File: src/ads_pkg.sv
// constants and types of the analog die mode supervisor, plus its input synchroniser
package ads_pkg;
    localparam int unsigned CLK_HZ = 25_000_000;
    localparam int unsigned CLK_PER_MS = CLK_HZ / 1000;
    localparam int unsigned CLK_PER_US = CLK_HZ / 1_000_000;
    // timeout supervision after any reset
    localparam int unsigned NORMREQ_MS = 80;
    localparam int unsigned NORMREQ_CYC = NORMREQ_MS * CLK_PER_MS;
    // length of a self-driven reset pulse
    localparam int unsigned RST_HOLD_US = 20;
    localparam int unsigned RST_HOLD_CYC = RST_HOLD_US * CLK_PER_US;
    // watchdog period and the early part of it in which a service is wrong
    localparam int unsigned WD_TIMEOUT_MS = 50;
    localparam int unsigned WD_TIMEOUT_CYC = WD_TIMEOUT_MS * CLK_PER_MS;
    localparam int unsigned WD_WINDOW_CYC = WD_TIMEOUT_CYC / 2;
    // inrush auto pulsing of the high side switches
    localparam int unsigned PULSE_US = 100;
    localparam int unsigned PULSE_CYC = PULSE_US * CLK_PER_US;
    localparam logic [3:0] INRUSH_TICKS = 4'h8;
    // released-pin blanking so our own pulse is not read back as external
    localparam logic [3:0] GUARD_CYC = 4'hf;
    localparam logic [3:0] AMUX_SRC_CNT = 4'hb;
    localparam int unsigned HS_CNT = 3;
    // synchronised pin positions
    localparam int unsigned PIN_STRAP = 0;
    localparam int unsigned PIN_RST = 1;
    localparam int unsigned PIN_LIN = 2;
    localparam int unsigned PIN_WAKE = 3;
    localparam int unsigned PIN_PWM = 4;
    localparam int unsigned PIN_CNT = 5;
    // interrupt flag / enable positions
    localparam int unsigned FLG_WAKE = 0;
    localparam int unsigned FLG_LIN = 1;
    // reset cause bits
    localparam int unsigned CAUSE_POR = 0;
    localparam int unsigned CAUSE_EXT = 1;
    localparam int unsigned CAUSE_WDOG = 2;
    localparam int unsigned CAUSE_LIN = 3;
    localparam int unsigned CAUSE_WAKE = 4;
    localparam logic [4:0] CAUSE_RST_VAL = 5'h01;
    typedef enum logic [2:0] {M_RST, M_NRQ, M_NORM, M_STOP, M_SLEEP} ads_mode_t;
    typedef enum logic [1:0] {HALL_GPIO, HALL_3PIN, HALL_2PIN, HALL_BAD} ads_hall_t;
endpackage

////////////////////////////////////////////////////////////////////////////////
module ads_sync_edge #(
    parameter int unsigned W = 1
) (
    input wire logic mclk_i,            // clock
    input wire logic nrst_i,            // sync reset, low
    input wire logic [W-1:0] d_i,       // asynchronous pins
    input wire logic [W-1:0] rst_val_i, // idle level of each pin, loaded at reset
    output logic [W-1:0] lvl_o,         // synchronised level
    output logic [W-1:0] rise_o,        // one-cycle rising edge
    output logic [W-1:0] chg_o          // one-cycle any edge
);
    typedef struct packed {
        logic [W-1:0] s1;
        logic [W-1:0] s2;
        logic [W-1:0] s3;
    } ads_sync_t;
    ads_sync_t q, n;
    always_comb begin
        n.s1 = d_i;
        n.s2 = q.s1;
        n.s3 = q.s2;
    end
    // every stage starts at the idle level, so release shows no false edge
    always_ff @(posedge mclk_i) begin
        if (!nrst_i) begin
            q <= '{s1: rst_val_i, s2: rst_val_i, s3: rst_val_i};
        end else begin
            q <= n;
        end
    end
    assign lvl_o = q.s2;
    assign rise_o = q.s2 & ~q.s3;
    assign chg_o = q.s2 ^ q.s3;
endmodule

File: src/ads_supervisor.sv
// mode, reset, wake and supervision logic of the analog companion die
// How it works
// - no power-stage-on bit by timeout expiry sends the die into Sleep
// - factory test strap high disables timeout supervision and the LIN receiver
// - watchdog resets on timeout expiry and on a too-early service
// - watchdog reset clears all control state except the reset cause register
// - three modes Normal, Stop, Sleep; stop and sleep bits select them
// - Normal keeps all stages available, each enabled by software, regulator on
// - Stop and Sleep are low-power modes left by a wake event
// - reset line is open-drain with pull-up, either side may pull it
// - enabled wake-input events in Normal or Stop and enabled LIN events in Stop pull the open-drain interrupt line low
// - four-bit select routes one of eleven analog sources to the converter
// - current source switchable on/off with four selectable magnitudes
// - hall input works as general input or three-pin/two-pin hall input
// - controller masters command and PWM inputs; die returns status
// - each high side switch auto-pulses for inrush or follows the PWM input
// - sleep bit enters Sleep: regulator off, reset line held low
// - in Sleep, wake input always wakes and LIN wakes while its receiver is enabled, like power-on, cause recorded
// - in Stop, enabled LIN or wake input wakes and raises an interrupt
// - every reset clears all interrupt enables
module ads_supervisor import ads_pkg::*; #(
    parameter int unsigned NORMREQ_CYCLES = ads_pkg::NORMREQ_CYC,
    parameter int unsigned WD_CYCLES = ads_pkg::WD_TIMEOUT_CYC,
    parameter int unsigned WD_WIN_CYCLES = ads_pkg::WD_WINDOW_CYC
) (
    input wire logic mclk_i,                   // 25 MHz clock
    input wire logic nrst_i,                   // power-on reset, sync, low
    input wire logic test_strap_i,             // factory_test_strap pin
    input wire logic rst_a_i,                  // reset line level
    output logic rst_a_o,                      // reset line data, always low
    output logic rst_a_oe_n_o,                 // low while pulling reset
    output logic irq_a_o,                      // interrupt line data, always low
    output logic irq_a_oe_n_o,                 // low while interrupt pending
    input wire logic lin_rx_i,                 // LIN receiver, low = dominant
    input wire logic wake_i,                   // wake_input pin
    input wire logic pwm_i,                    // PWM from controller
    input wire logic ctl_wr_i,                 // system control write pulse
    input wire logic power_stage_on_bit_wr_i,                // power_stage_on_bit data
    input wire logic stop_wr_i,                // stop bit data
    input wire logic sleep_wr_i,               // sleep bit data
    input wire logic wd_en_i,                  // watchdog enable
    input wire logic wd_kick_i,                // watchdog service pulse
    input wire logic cfg_wr_i,                 // configuration write pulse
    input wire logic [3:0] amux_sel_i,         // analog_mux_control source
    input wire logic cs_en_i,                  // current source on
    input wire logic [1:0] cs_sel_i,           // current source magnitude
    input wire logic [1:0] hall_mode_i,        // hall_input mode
    input wire logic [HS_CNT-1:0] hs_en_i,     // high_side_switch enables
    input wire logic [HS_CNT-1:0] hs_pwm_i,    // 1 = follow PWM, 0 = auto pulse
    input wire logic ie_wr_i,                  // interrupt enable write pulse
    input wire logic lin_ie_i,                 // lin_wake_irq_enable data
    input wire logic wake_ie_i,                // wake_input_irq_enable data
    input wire logic [1:0] flag_clr_i,         // write-one-to-clear flags
    input wire logic [4:0] cause_clr_i,        // write-one-to-clear causes
    output ads_pkg::ads_mode_t mode_o,         // current mode
    output logic vdd_en_o,                     // regulator on
    output logic power_stage_on_bit_o,                       // power_stage_on_bit
    output logic stages_en_o,                  // power stages available
    output logic lin_rx_en_o,                  // LIN receiver enabled
    output logic lin_rxd_o,                    // LIN data to controller
    output logic [3:0] amux_sel_o,             // selected analog source
    output logic cs_en_o,                      // current source on
    output logic [1:0] cs_sel_o,               // current source magnitude
    output ads_pkg::ads_hall_t hall_mode_o,    // hall input mode
    output logic [HS_CNT-1:0] hs_o,            // high side gate drive
    output logic [1:0] irq_en_o,               // interrupt enables
    output logic [1:0] flags_o,                // interrupt flags
    output logic [4:0] cause_o                 // reset_cause_register
);
    localparam int unsigned CW = $clog2(NORMREQ_CYCLES + RST_HOLD_CYC + 1);
    localparam int unsigned WW = $clog2(WD_CYCLES + 1);
    localparam int unsigned DW = $clog2(PULSE_CYC + 1);

    if (NORMREQ_CYCLES < 1 || WD_CYCLES < 2 || WD_WIN_CYCLES >= WD_CYCLES) begin : g_bad_param
        $error("ads_supervisor: timing parameters out of range");
    end

    typedef struct packed {
        ads_mode_t mode;
        logic [CW-1:0] cnt;
        logic [WW-1:0] wd_cnt;
        logic [3:0] guard;
        logic power_stage_on_bit;
        logic vdd_en;
        logic rst_drv;
        logic irq_drv;
        logic stg;
        logic lin_rx_en;
        logic lin_rxd;
        logic [3:0] amux;
        logic cs_en;
        logic [1:0] cs_sel;
        ads_hall_t hall;
        logic [HS_CNT-1:0] hs_en;
        logic [HS_CNT-1:0] hs_pwm;
        logic [HS_CNT-1:0] hs_out;
        logic [HS_CNT-1:0][3:0] inr;
        logic [DW-1:0] div;
        logic ph;
        logic [1:0] ie;
        logic [1:0] flags;
        logic [4:0] cause;
    } ads_state_t;

    localparam ads_state_t ST_RST = '{mode: M_RST, hall: HALL_GPIO, vdd_en: 1'b1, rst_drv: 1'b1,
        lin_rx_en: 1'b1, lin_rxd: 1'b1, guard: GUARD_CYC, cause: CAUSE_RST_VAL, default: '0};

    ////////////////////////////////////////////////////////////////////////////
    logic [PIN_CNT-1:0] pin_s, pin_rise, pin_chg;
    ads_sync_edge #(.W(PIN_CNT)) u_sync (
        .mclk_i(mclk_i),
        .nrst_i(nrst_i),
        .d_i({pwm_i, wake_i, lin_rx_i, rst_a_i, test_strap_i}),
        .rst_val_i(5'h04),                     // idle: LIN recessive, others low
        .lvl_o(pin_s),
        .rise_o(pin_rise),
        .chg_o(pin_chg)
    );

    ads_state_t q, n;
    logic strap_s, lin_wake, wake_chg, ext_rst, wd_bad, wd_to, rst_evt, tick;
    logic [4:0] cset;
    logic [1:0] fset;

    ////////////////////////////////////////////////////////////////////////////
    always_comb begin
        n = q;
        cset = 5'h00;
        fset = 2'h0;
        rst_evt = 1'b0;
        strap_s = pin_s[PIN_STRAP];
        // dominant to recessive edge, only with the receiver enabled
        lin_wake = pin_rise[PIN_LIN] & q.lin_rx_en;
        wake_chg = pin_chg[PIN_WAKE];
        // the pin reads low for a while after we let go; blank that echo
        ext_rst = !q.rst_drv && q.guard == 4'h0 && !pin_s[PIN_RST];
        wd_bad = q.mode == M_NORM && wd_en_i && wd_kick_i && q.wd_cnt < WW'(WD_WIN_CYCLES);
        wd_to = q.mode == M_NORM && wd_en_i && q.wd_cnt == WW'(WD_CYCLES - 1);
        tick = q.div == DW'(PULSE_CYC - 1);
        n.div = tick ? '0 : q.div + 1'b1;
        n.ph = q.ph ^ tick;
        if (q.mode == M_NORM && wd_en_i) begin
            n.wd_cnt = wd_kick_i ? '0 : q.wd_cnt + 1'b1;
        end else begin
            n.wd_cnt = '0;
        end
        if (ext_rst) begin
            rst_evt = 1'b1;
            cset[CAUSE_EXT] = 1'b1;
        end
        case (q.mode)
            M_RST: begin
                if (q.cnt == CW'(RST_HOLD_CYC - 1)) begin
                    n.mode = M_NRQ;
                    n.cnt = '0;
                end else begin
                    n.cnt = q.cnt + 1'b1;
                end
            end
            M_NRQ: begin
                if (ctl_wr_i && sleep_wr_i) begin
                    n.mode = M_SLEEP;
                end else if (ctl_wr_i && power_stage_on_bit_wr_i) begin
                    n.mode = M_NORM;
                    n.power_stage_on_bit = 1'b1;
                end else if (!strap_s) begin
                    if (q.cnt == CW'(NORMREQ_CYCLES - 1)) begin
                        n.mode = M_SLEEP;
                    end else begin
                        n.cnt = q.cnt + 1'b1;
                    end
                end
            end
            M_NORM: begin
                if (wd_bad || wd_to) begin
                    rst_evt = 1'b1;
                    cset[CAUSE_WDOG] = 1'b1;
                end else if (ctl_wr_i && sleep_wr_i) begin
                    n.mode = M_SLEEP;
                end else if (ctl_wr_i && stop_wr_i) begin
                    n.mode = M_STOP;
                end
                fset[FLG_WAKE] = wake_chg;
            end
            M_STOP: begin
                fset[FLG_LIN] = lin_wake && q.ie[FLG_LIN];
                fset[FLG_WAKE] = wake_chg && q.ie[FLG_WAKE];
                if (fset != 2'h0) begin
                    n.mode = M_NORM;
                end
            end
            M_SLEEP: begin
                if (lin_wake || wake_chg) begin
                    rst_evt = 1'b1;
                    cset[CAUSE_LIN] = lin_wake;
                    cset[CAUSE_WAKE] = wake_chg;
                end
            end
            default: n.mode = M_RST;
        endcase
        if (cfg_wr_i && q.mode != M_RST && q.mode != M_SLEEP) begin
            if (amux_sel_i < AMUX_SRC_CNT) begin
                n.amux = amux_sel_i;
            end
            n.cs_en = cs_en_i;
            n.cs_sel = cs_sel_i;
            if (ads_hall_t'(hall_mode_i) != HALL_BAD) begin
                n.hall = ads_hall_t'(hall_mode_i);
            end
            n.hs_en = hs_en_i;
            n.hs_pwm = hs_pwm_i;
        end
        if (ie_wr_i) begin
            n.ie = {lin_ie_i, wake_ie_i};
        end
        // a new event outweighs a clear in the same cycle
        n.flags = (q.flags & ~flag_clr_i) | fset;
        n.cause = (q.cause & ~cause_clr_i) | cset;
        if (rst_evt) begin
            n = ST_RST;
            n.cause = (q.cause & ~cause_clr_i) | cset;
        end
        n.rst_drv = n.mode == M_RST || n.mode == M_SLEEP;
        n.vdd_en = n.mode != M_SLEEP;
        if (n.rst_drv) begin
            n.guard = GUARD_CYC;
        end else if (q.guard != 4'h0) begin
            n.guard = q.guard - 1'b1;
        end
        n.irq_drv = |(n.flags & n.ie);
        n.lin_rx_en = !strap_s;
        n.lin_rxd = n.lin_rx_en ? pin_s[PIN_LIN] : 1'b1;
        n.stg = n.mode == M_NORM && n.power_stage_on_bit;
        for (int i = 0; i < HS_CNT; i++) begin
            if (!n.stg || !n.hs_en[i]) begin
                n.hs_out[i] = 1'b0;
                n.inr[i] = 4'h0;
            end else if (n.hs_pwm[i]) begin
                n.hs_out[i] = pin_s[PIN_PWM];
            end else if (q.inr[i] < INRUSH_TICKS) begin
                n.hs_out[i] = q.ph;
                n.inr[i] = q.inr[i] + {3'h0, tick};
            end else begin
                n.hs_out[i] = 1'b1;
            end
        end
    end

    always_ff @(posedge mclk_i) begin
        if (!nrst_i) begin
            q <= ST_RST;
        end else begin
            q <= n;
        end
    end

    ////////////////////////////////////////////////////////////////////////////
    assign rst_a_o = 1'b0;
    assign irq_a_o = 1'b0;
    assign rst_a_oe_n_o = !q.rst_drv;
    assign irq_a_oe_n_o = !q.irq_drv;
    assign mode_o = q.mode;
    assign vdd_en_o = q.vdd_en;
    assign power_stage_on_bit_o = q.power_stage_on_bit;
    assign stages_en_o = q.stg;
    assign lin_rx_en_o = q.lin_rx_en;
    assign lin_rxd_o = q.lin_rxd;
    assign amux_sel_o = q.amux;
    assign cs_en_o = q.cs_en;
    assign cs_sel_o = q.cs_sel;
    assign hall_mode_o = q.hall;
    assign hs_o = q.hs_out;
    assign irq_en_o = q.ie;
    assign flags_o = q.flags;
    assign cause_o = q.cause;
endmodule

File: config.mk
export PLATFORM = sky130hd
export DESIGN_NAME = ads_supervisor
export DESIGN_NICKNAME = d
export VERILOG_FILES = /design/src/ads_pkg.sv /design/src/ads_supervisor.sv
export SDC_FILE = /design/constraint.sdc
export NUM_CORES = 1
export LEC_CHECK = 0
export BUFFER_PORTS_ARGS = -buffer_cell sky130_fd_sc_hd__buf_2
export CORE_MARGIN = 2
export CORE_UTILIZATION = 40
export CTS_BUF_LIST = sky130_fd_sc_hd__clkbuf_16
export DETAILED_ROUTE_END_ITERATION = 8
export HOLD_SLACK_MARGIN = 0.15
export PLACE_DENSITY = 0.61
export SYNTH_ARGS = -nofsm -noshare
export SYNTH_HDL_FRONTEND = slang
export SYNTH_SLANG_ARGS = --single-unit
File: constraint.sdc
create_clock -name mclk_i -period 5 [get_ports mclk_i]
set_clock_uncertainty 0.05 [all_clocks]
set_input_delay 1.5 -clock mclk_i [delete_from_list [all_inputs] [get_ports mclk_i]]
set_output_delay 1.5 -clock mclk_i [all_outputs]
set_load 0.1 [all_outputs]
; ---- Word-level counts from Yosys, hierarchy flattened
; Index checks and enable logic that the tools add are counted.
[word_totals]
reg_bits = 122
in_bits = 39
out_inout_bits = 33
word_cells = 171
[op_classes]
n_addsub = 7
magnitude_cmp = 5
eq_ne = 17
muxes = 49
bitwise_logic = 14
reduce_logical = 48
[ops]
columns = operator, n
row1 = two-way mux 21 bit, 6
row2 = two-way mux 108 bit, 1
row3 = adder 21 x 1 -> 21 bit (second input constant), 2
row4 = equality test 21 bit (second input constant), 2
row5 = one-hot mux 21 bit (2 select lines), 1
row6 = two-way mux 4 bit, 8
row7 = two-way mux 24 bit, 1
row8 = two-way mux 3 bit, 8
row9 = equality test 21 x 9 -> 1 bit (second input constant), 1
row10 = < comparator 21 x 20 -> 1 bit (second input constant), 1
row11 = < comparator 4 bit (second input constant), 4
row12 = two-way mux 1 bit, 15
row13 = two-way mux 15 bit, 1
row14 = one-hot mux 3 bit (5 select lines), 1
row15 = logical AND 1 bit, 14
row16 = OR reduction 2 bit, 7
row17 = adder 12 x 1 -> 12 bit (second input constant), 1
row18 = adder 4 x 1 -> 4 bit, 3
row19 = equality test 12 bit (second input constant), 1
row20 = two-way mux 12 bit, 1
row21 = inequality test 2 bit (second input constant), 5
row22 = equality test 3 x 2 -> 1 bit (second input constant), 3
row23 = zero test 1 bit, 8
row24 = two-way mux 2 bit, 4
row25 = 27 further kinds, 41

; ---- Longest topological paths before layout
[depth]
ltp_word = 14
depth_mapped = 11
ltp_nobuf = 9

; ---- Cells and area by module
; From an unflattened synthesis, not the netlist that was laid out.
[hier_totals]
cells_unflattened = 657
area_unflattened_um2 = 5846.9
[modules_own_cells]
columns = mod, n_inst, cells_each, area_each_um2, seq_area_each_um2
row1 = ads_supervisor, 1, 605, 5171.2, 2162.1
row2 = ads_sync_edge, 1, 52, 675.6, 300.3

; ---- Least setup slack after synthesis
; OpenSTA, ideal clock, no wires.
[synth_path]
path_kind = input port to flip-flop
start = in wd_en_i
end = reg q[94] in the netlist's numbering
setup_ps = 122
arrival_ps = 3276
t_required_ps = 4828
setup_slack_ps = 1552
path_stages = 9
n_path_buf = 2
path_cell_list = nand4bb_2 > or4b_4 > a2111oi_4 > nor3_2 > o21ai_2 > buf_4 > o21bai_2 > buf_6 > a21oi_1
[synth_via]
elab_chain_len = 7
elab_cells_between_ends = 8
classes_between = 2 x mux / 6 x reduce/logical
[synth_rtl]
columns = element, line
row1 = "start, declared", ads_supervisor.sv:41  ; input wire logic wd_en_i,
row2 = logical AND 1 bit *, "ads_supervisor.sv:137, ads_supervisor.sv:138"
row3 = logical AND 1 bit (2 in a row), ads_supervisor.sv:137  ; wd_bad = q.mode == M_NORM && wd_en_i && wd_kick_i && q.wd_cnt < WW'(WD_WIN_CYCLES);
row4 = logical OR 1 bit *, ads_supervisor.sv:175  ; if (wd_bad || wd_to) begin
row5 = two-way mux 1 bit *, ads_supervisor.sv:175
row6 = one-hot mux 1 bit (2 select lines) *, ads_supervisor.sv:151  ; case (q.mode)
row7 = OR reduction 2 bit (no source line) *, --
row8 = "end signal, assigned", ads_supervisor.sv:253  ; q <= n;
row9 = "end, declared", ads_supervisor.sv:120  ; ads_state_t q, n;
; Mark *: on every way between the ends. The rest lies on a longest branch, timed or not.
; A chain may end at the register's enable or synchronous reset.

; ---- Worst setup path in the final report
[layout_path]
start = in wd_en_i
end = reg q[101] in the netlist's numbering
; The elaborated chain is that of the path after synthesis.

==> flow_summary.yaml <==
worst_setup_path:
  cpLargestDelayFamily: "simple AND/OR/NAND/NOR gates"
  arrival_ns: 3.83
  critPathLaunchType: "input port"
  crit_slowest_cell: "or4b_2"
  worstPathRequired_ns: 5.22
  cp.depth: 9
  worstPathCellList: "buf_2 > nand4bb_2 > or4b_2 > o2bb2ai_1 > nor3_2 > o21ai_2 > buf_4 > o21bai_2 > nor2_1"
  critPathBufInv: 2
  crit_fanout: 32
  endpoint_kind: "flop"
  worstRegToRegCells: 9
  worstSetupPathType: "in -> reg"
  max_stage_delay_ns: 0.68
route:
  first_pass_iters: 4
  wl_um: 12020
  ant_nets: 0
  viasPerCell: 5.046
  drc: 0
  first_iter_violations: 168
  wl_per_cell_um: 13.73
  route.vias.total: 4415
yosys:
  ys_types: 65
  synth_adder_area_share_pct: 2.263
  synth_compound_area_share_pct: 9.301
  synth_area_leaders: "dfxtp_1 43%, nor2_1 7.5%, xnor2_1 4.1%"
  avgSynthCellArea_um2: 8.735
  netlist_area_mm2: 0.005529
  synth_xor_area_share_pct: 7.762
  synth-seq-cells: 120
  synth-edff-count: 0
  synth.top_cell.area_share_pct: 43.45
  synth_cells: 633
  synthFlopType: "dfxtp_1"
  synth_top_family_by_area: "simple AND/OR/NAND/NOR gates"
  yosysTopAreaCell: "dfxtp_1"
  synthArstFlopShare_pct: 0
  synth-simple-area-share_pct: 28.35
  seq_area_frac_synth_pct: 43.45
  yosys_warnings: 0
  muxShareOfSynthArea_pct: 2.353
clocking:
  cts.clk_slew.worst_paths_ns: 0.05
  cts_tree: "yes"
  cts_resized: 0
  h-tree-depth: 4
  cts_buffers: 17
  postCtsHoldBufs: 0
  clock-sinks: 120
  clock_path_buffers: 2
  post_cts_buffers: 0
  cts.root.buffer_cell: "clkbuf_16"
  clk_latency_ns: 0.42
final_layout:
  n_antenna_cell: 0
  layoutNonFillerInstCount: 875
  areaGrowthSynthToFinish_pct: 17.31
  final_nets: 735
  fin_area_mm2: 0.006486
  fillers: 1299
  drive_above_1_share_pct: 18.03
floorplanning:
  die_area_mm2: 0.01478
  start_util_pct: 41.42
  core_mm2: 0.01335
  core.rowCount: 42
  die_h_um: 121.6
  io_pins: 72
  die_x_um: 121.6
global_routing:
  grt-ovfl-total: 0
  grt_pass1_wl_um: 20030
  grt_max_degree: 33
  antenna_found_initial: 0
  grt_use_total_pct: 17.32
  first_global_vias: 4189
placement:
  globalplace.congestion: 0.8289
  dp_cells: 843
  placed_area_mm2: 0.005858
  place_ws_ns: 0.9599
  portBuffers: 69
  dp_hpwl_um: 8750
power_and_ir_drop:
  power_density_mw_per_mm2: 360.2
  max-vdd-ir-drop_uv: 208.8
  leakagePower_nw: 2.530
sta:
  slew_violations: 0
  tightest_slew_ns: 0.9803
  hold_ws_ns: 0.3612
  relSlewSlack_pct: 34.04
  hold_violations: 0
  final.setup.tns_ns: 0
  period_needed_ns: 3.611
  maxClockFrequency_ghz: 0.2769
  finalWorstSetupSlack_ns: 1.389
  rsz0062_at_grt: "no"
  post-route-period-util_pct: 72.22
  setup_violations: 0
status:
  status: "complete, no violations"
worst_hold_path:
  worstHoldPathType: "reg -> reg"
  whs_path_depth: 1
job:
  maxCapViolCount: 0
-- state kept, by name (all words and copies together), names as in the netlist, 2 cells and up --
signal        flops
q                79
cause_o           5
irq_en_o          2
amux_sel_o        4
u_sync.lvl_o      5
cs_sel_o          2
hall_mode_o       2
mode_o            3
flags_o           2
u_sync.n          5
u_sync.q          2
hs_o              3
-- metal layers --
metal / track usage [%] / vias up / part of all wire (%)
met5: 0 / - / 0
met3: 5.150 / 15 / 3.8
li1: - / 2258 / -
met1: 22.43 / 2055 / 48
met4: 7.328 / 0 / 1.7
met2: 26.97 / 87 / 47
-- cell usage after synthesis (3+ instances only) --
| cell type | number |
|---|---|
| nand2b_1 | 11 |
| buf_4 | 26 |
| or3_1 | 7 |
| a32oi_1 | 3 |
| ha_1 | 10 |
| and2_1 | 14 |
| nand4_1 | 16 |
| nand3_1 | 34 |
| and3_1 | 10 |
| nand2_1 | 42 |
| nor3b_1 | 4 |
| inv_1 | 23 |
| mux2i_1 | 13 |
| a21o_1 | 3 |
| dfxtp_1 | 120 |
| clkbuf_1 | 4 |
| xnor2_1 | 26 |
| nor3_1 | 14 |
| or2_2 | 5 |
| a21oi_1 | 25 |
| nor2_1 | 111 |
| o21bai_1 | 3 |
| a31oi_1 | 4 |
| nor4_1 | 3 |
| xor2_1 | 23 |
| or4_1 | 3 |
| o31ai_1 | 3 |
| o21ai_0 | 8 |
| nor2b_1 | 8 |
| a211oi_2 | 3 |
| nand3b_1 | 7 |
| buf_2 | 6 |
-- path summary, 6_finish.rpt --
path,startpoint,end,slack (ns)
hold reg to reg,u_sync.n[7]$_SDFF_PN1_,u_sync.lvl_o[2]$_SDFF_PN1_,0.36
setup / recovery,wd_en_i,q[101]$_SDFFE_PP0P_,1.39
hold / removal,u_sync.n[7]$_SDFF_PN1_,u_sync.lvl_o[2]$_SDFF_PN1_,0.36
setup reg to reg,q[59]$_SDFFE_PP1P_,q[27]$_SDFF_PP0_,1.89
-- placed cells by master (no fill, tap or decap), types with 14 or more instances in the layout --
cell and n:
a21oi_1 25, xnor2_1 26, nor2_1 111, clkbuf_16 17, nand2_1 42, and2_1 14, inv_1 23, nand4_1 16
nand3_1 34, buf_2 69, dfxtp_1 120, xor2_1 23, nor3_1 14
-- kinds of logic (layout without fill, tap and decap cells) --
family | after synthesis | in the layout
AOI/OAI and AO/OA | 70 | 70
other | 1 | 2
and+or+nand+nor | 307 | 307
DFF | 120 | 120
muxes | 13 | 13
buffers and inverters | 63 | 128
adders and majority gates | 10 | 10
xor gates and xnor gates | 49 | 49
-- through the flow --
stage | utilization [%] | power [mW]
global placement | 43.89 | 1.072
CTS | 48.59 | 2.365
finish | 48.59 | 2.336
detailed placement | 43.89 | 1.073
global route | 48.59 | 2.417
floorplan | - | 1.048
-- final cells by class --
type                       instances  area [um^2]  share of cell area (%)
clock buffer                      17        425.4                   6.559
clock inverter                    15        202.7                   3.125
inverter                          23        86.33                   1.331
multi-input combinational        451         2774                   42.77
sequential                       120         2402                   37.04
tap                              176        220.2                   3.395
timing repair buffer              73        375.4                   5.787
-- power breakdown --
group	switching, mW	internal, mW
logic	0.0508	0.0260
clock network	0.451	0.834
registers	0.00811	0.967
(Power assumes the default switching activity.)
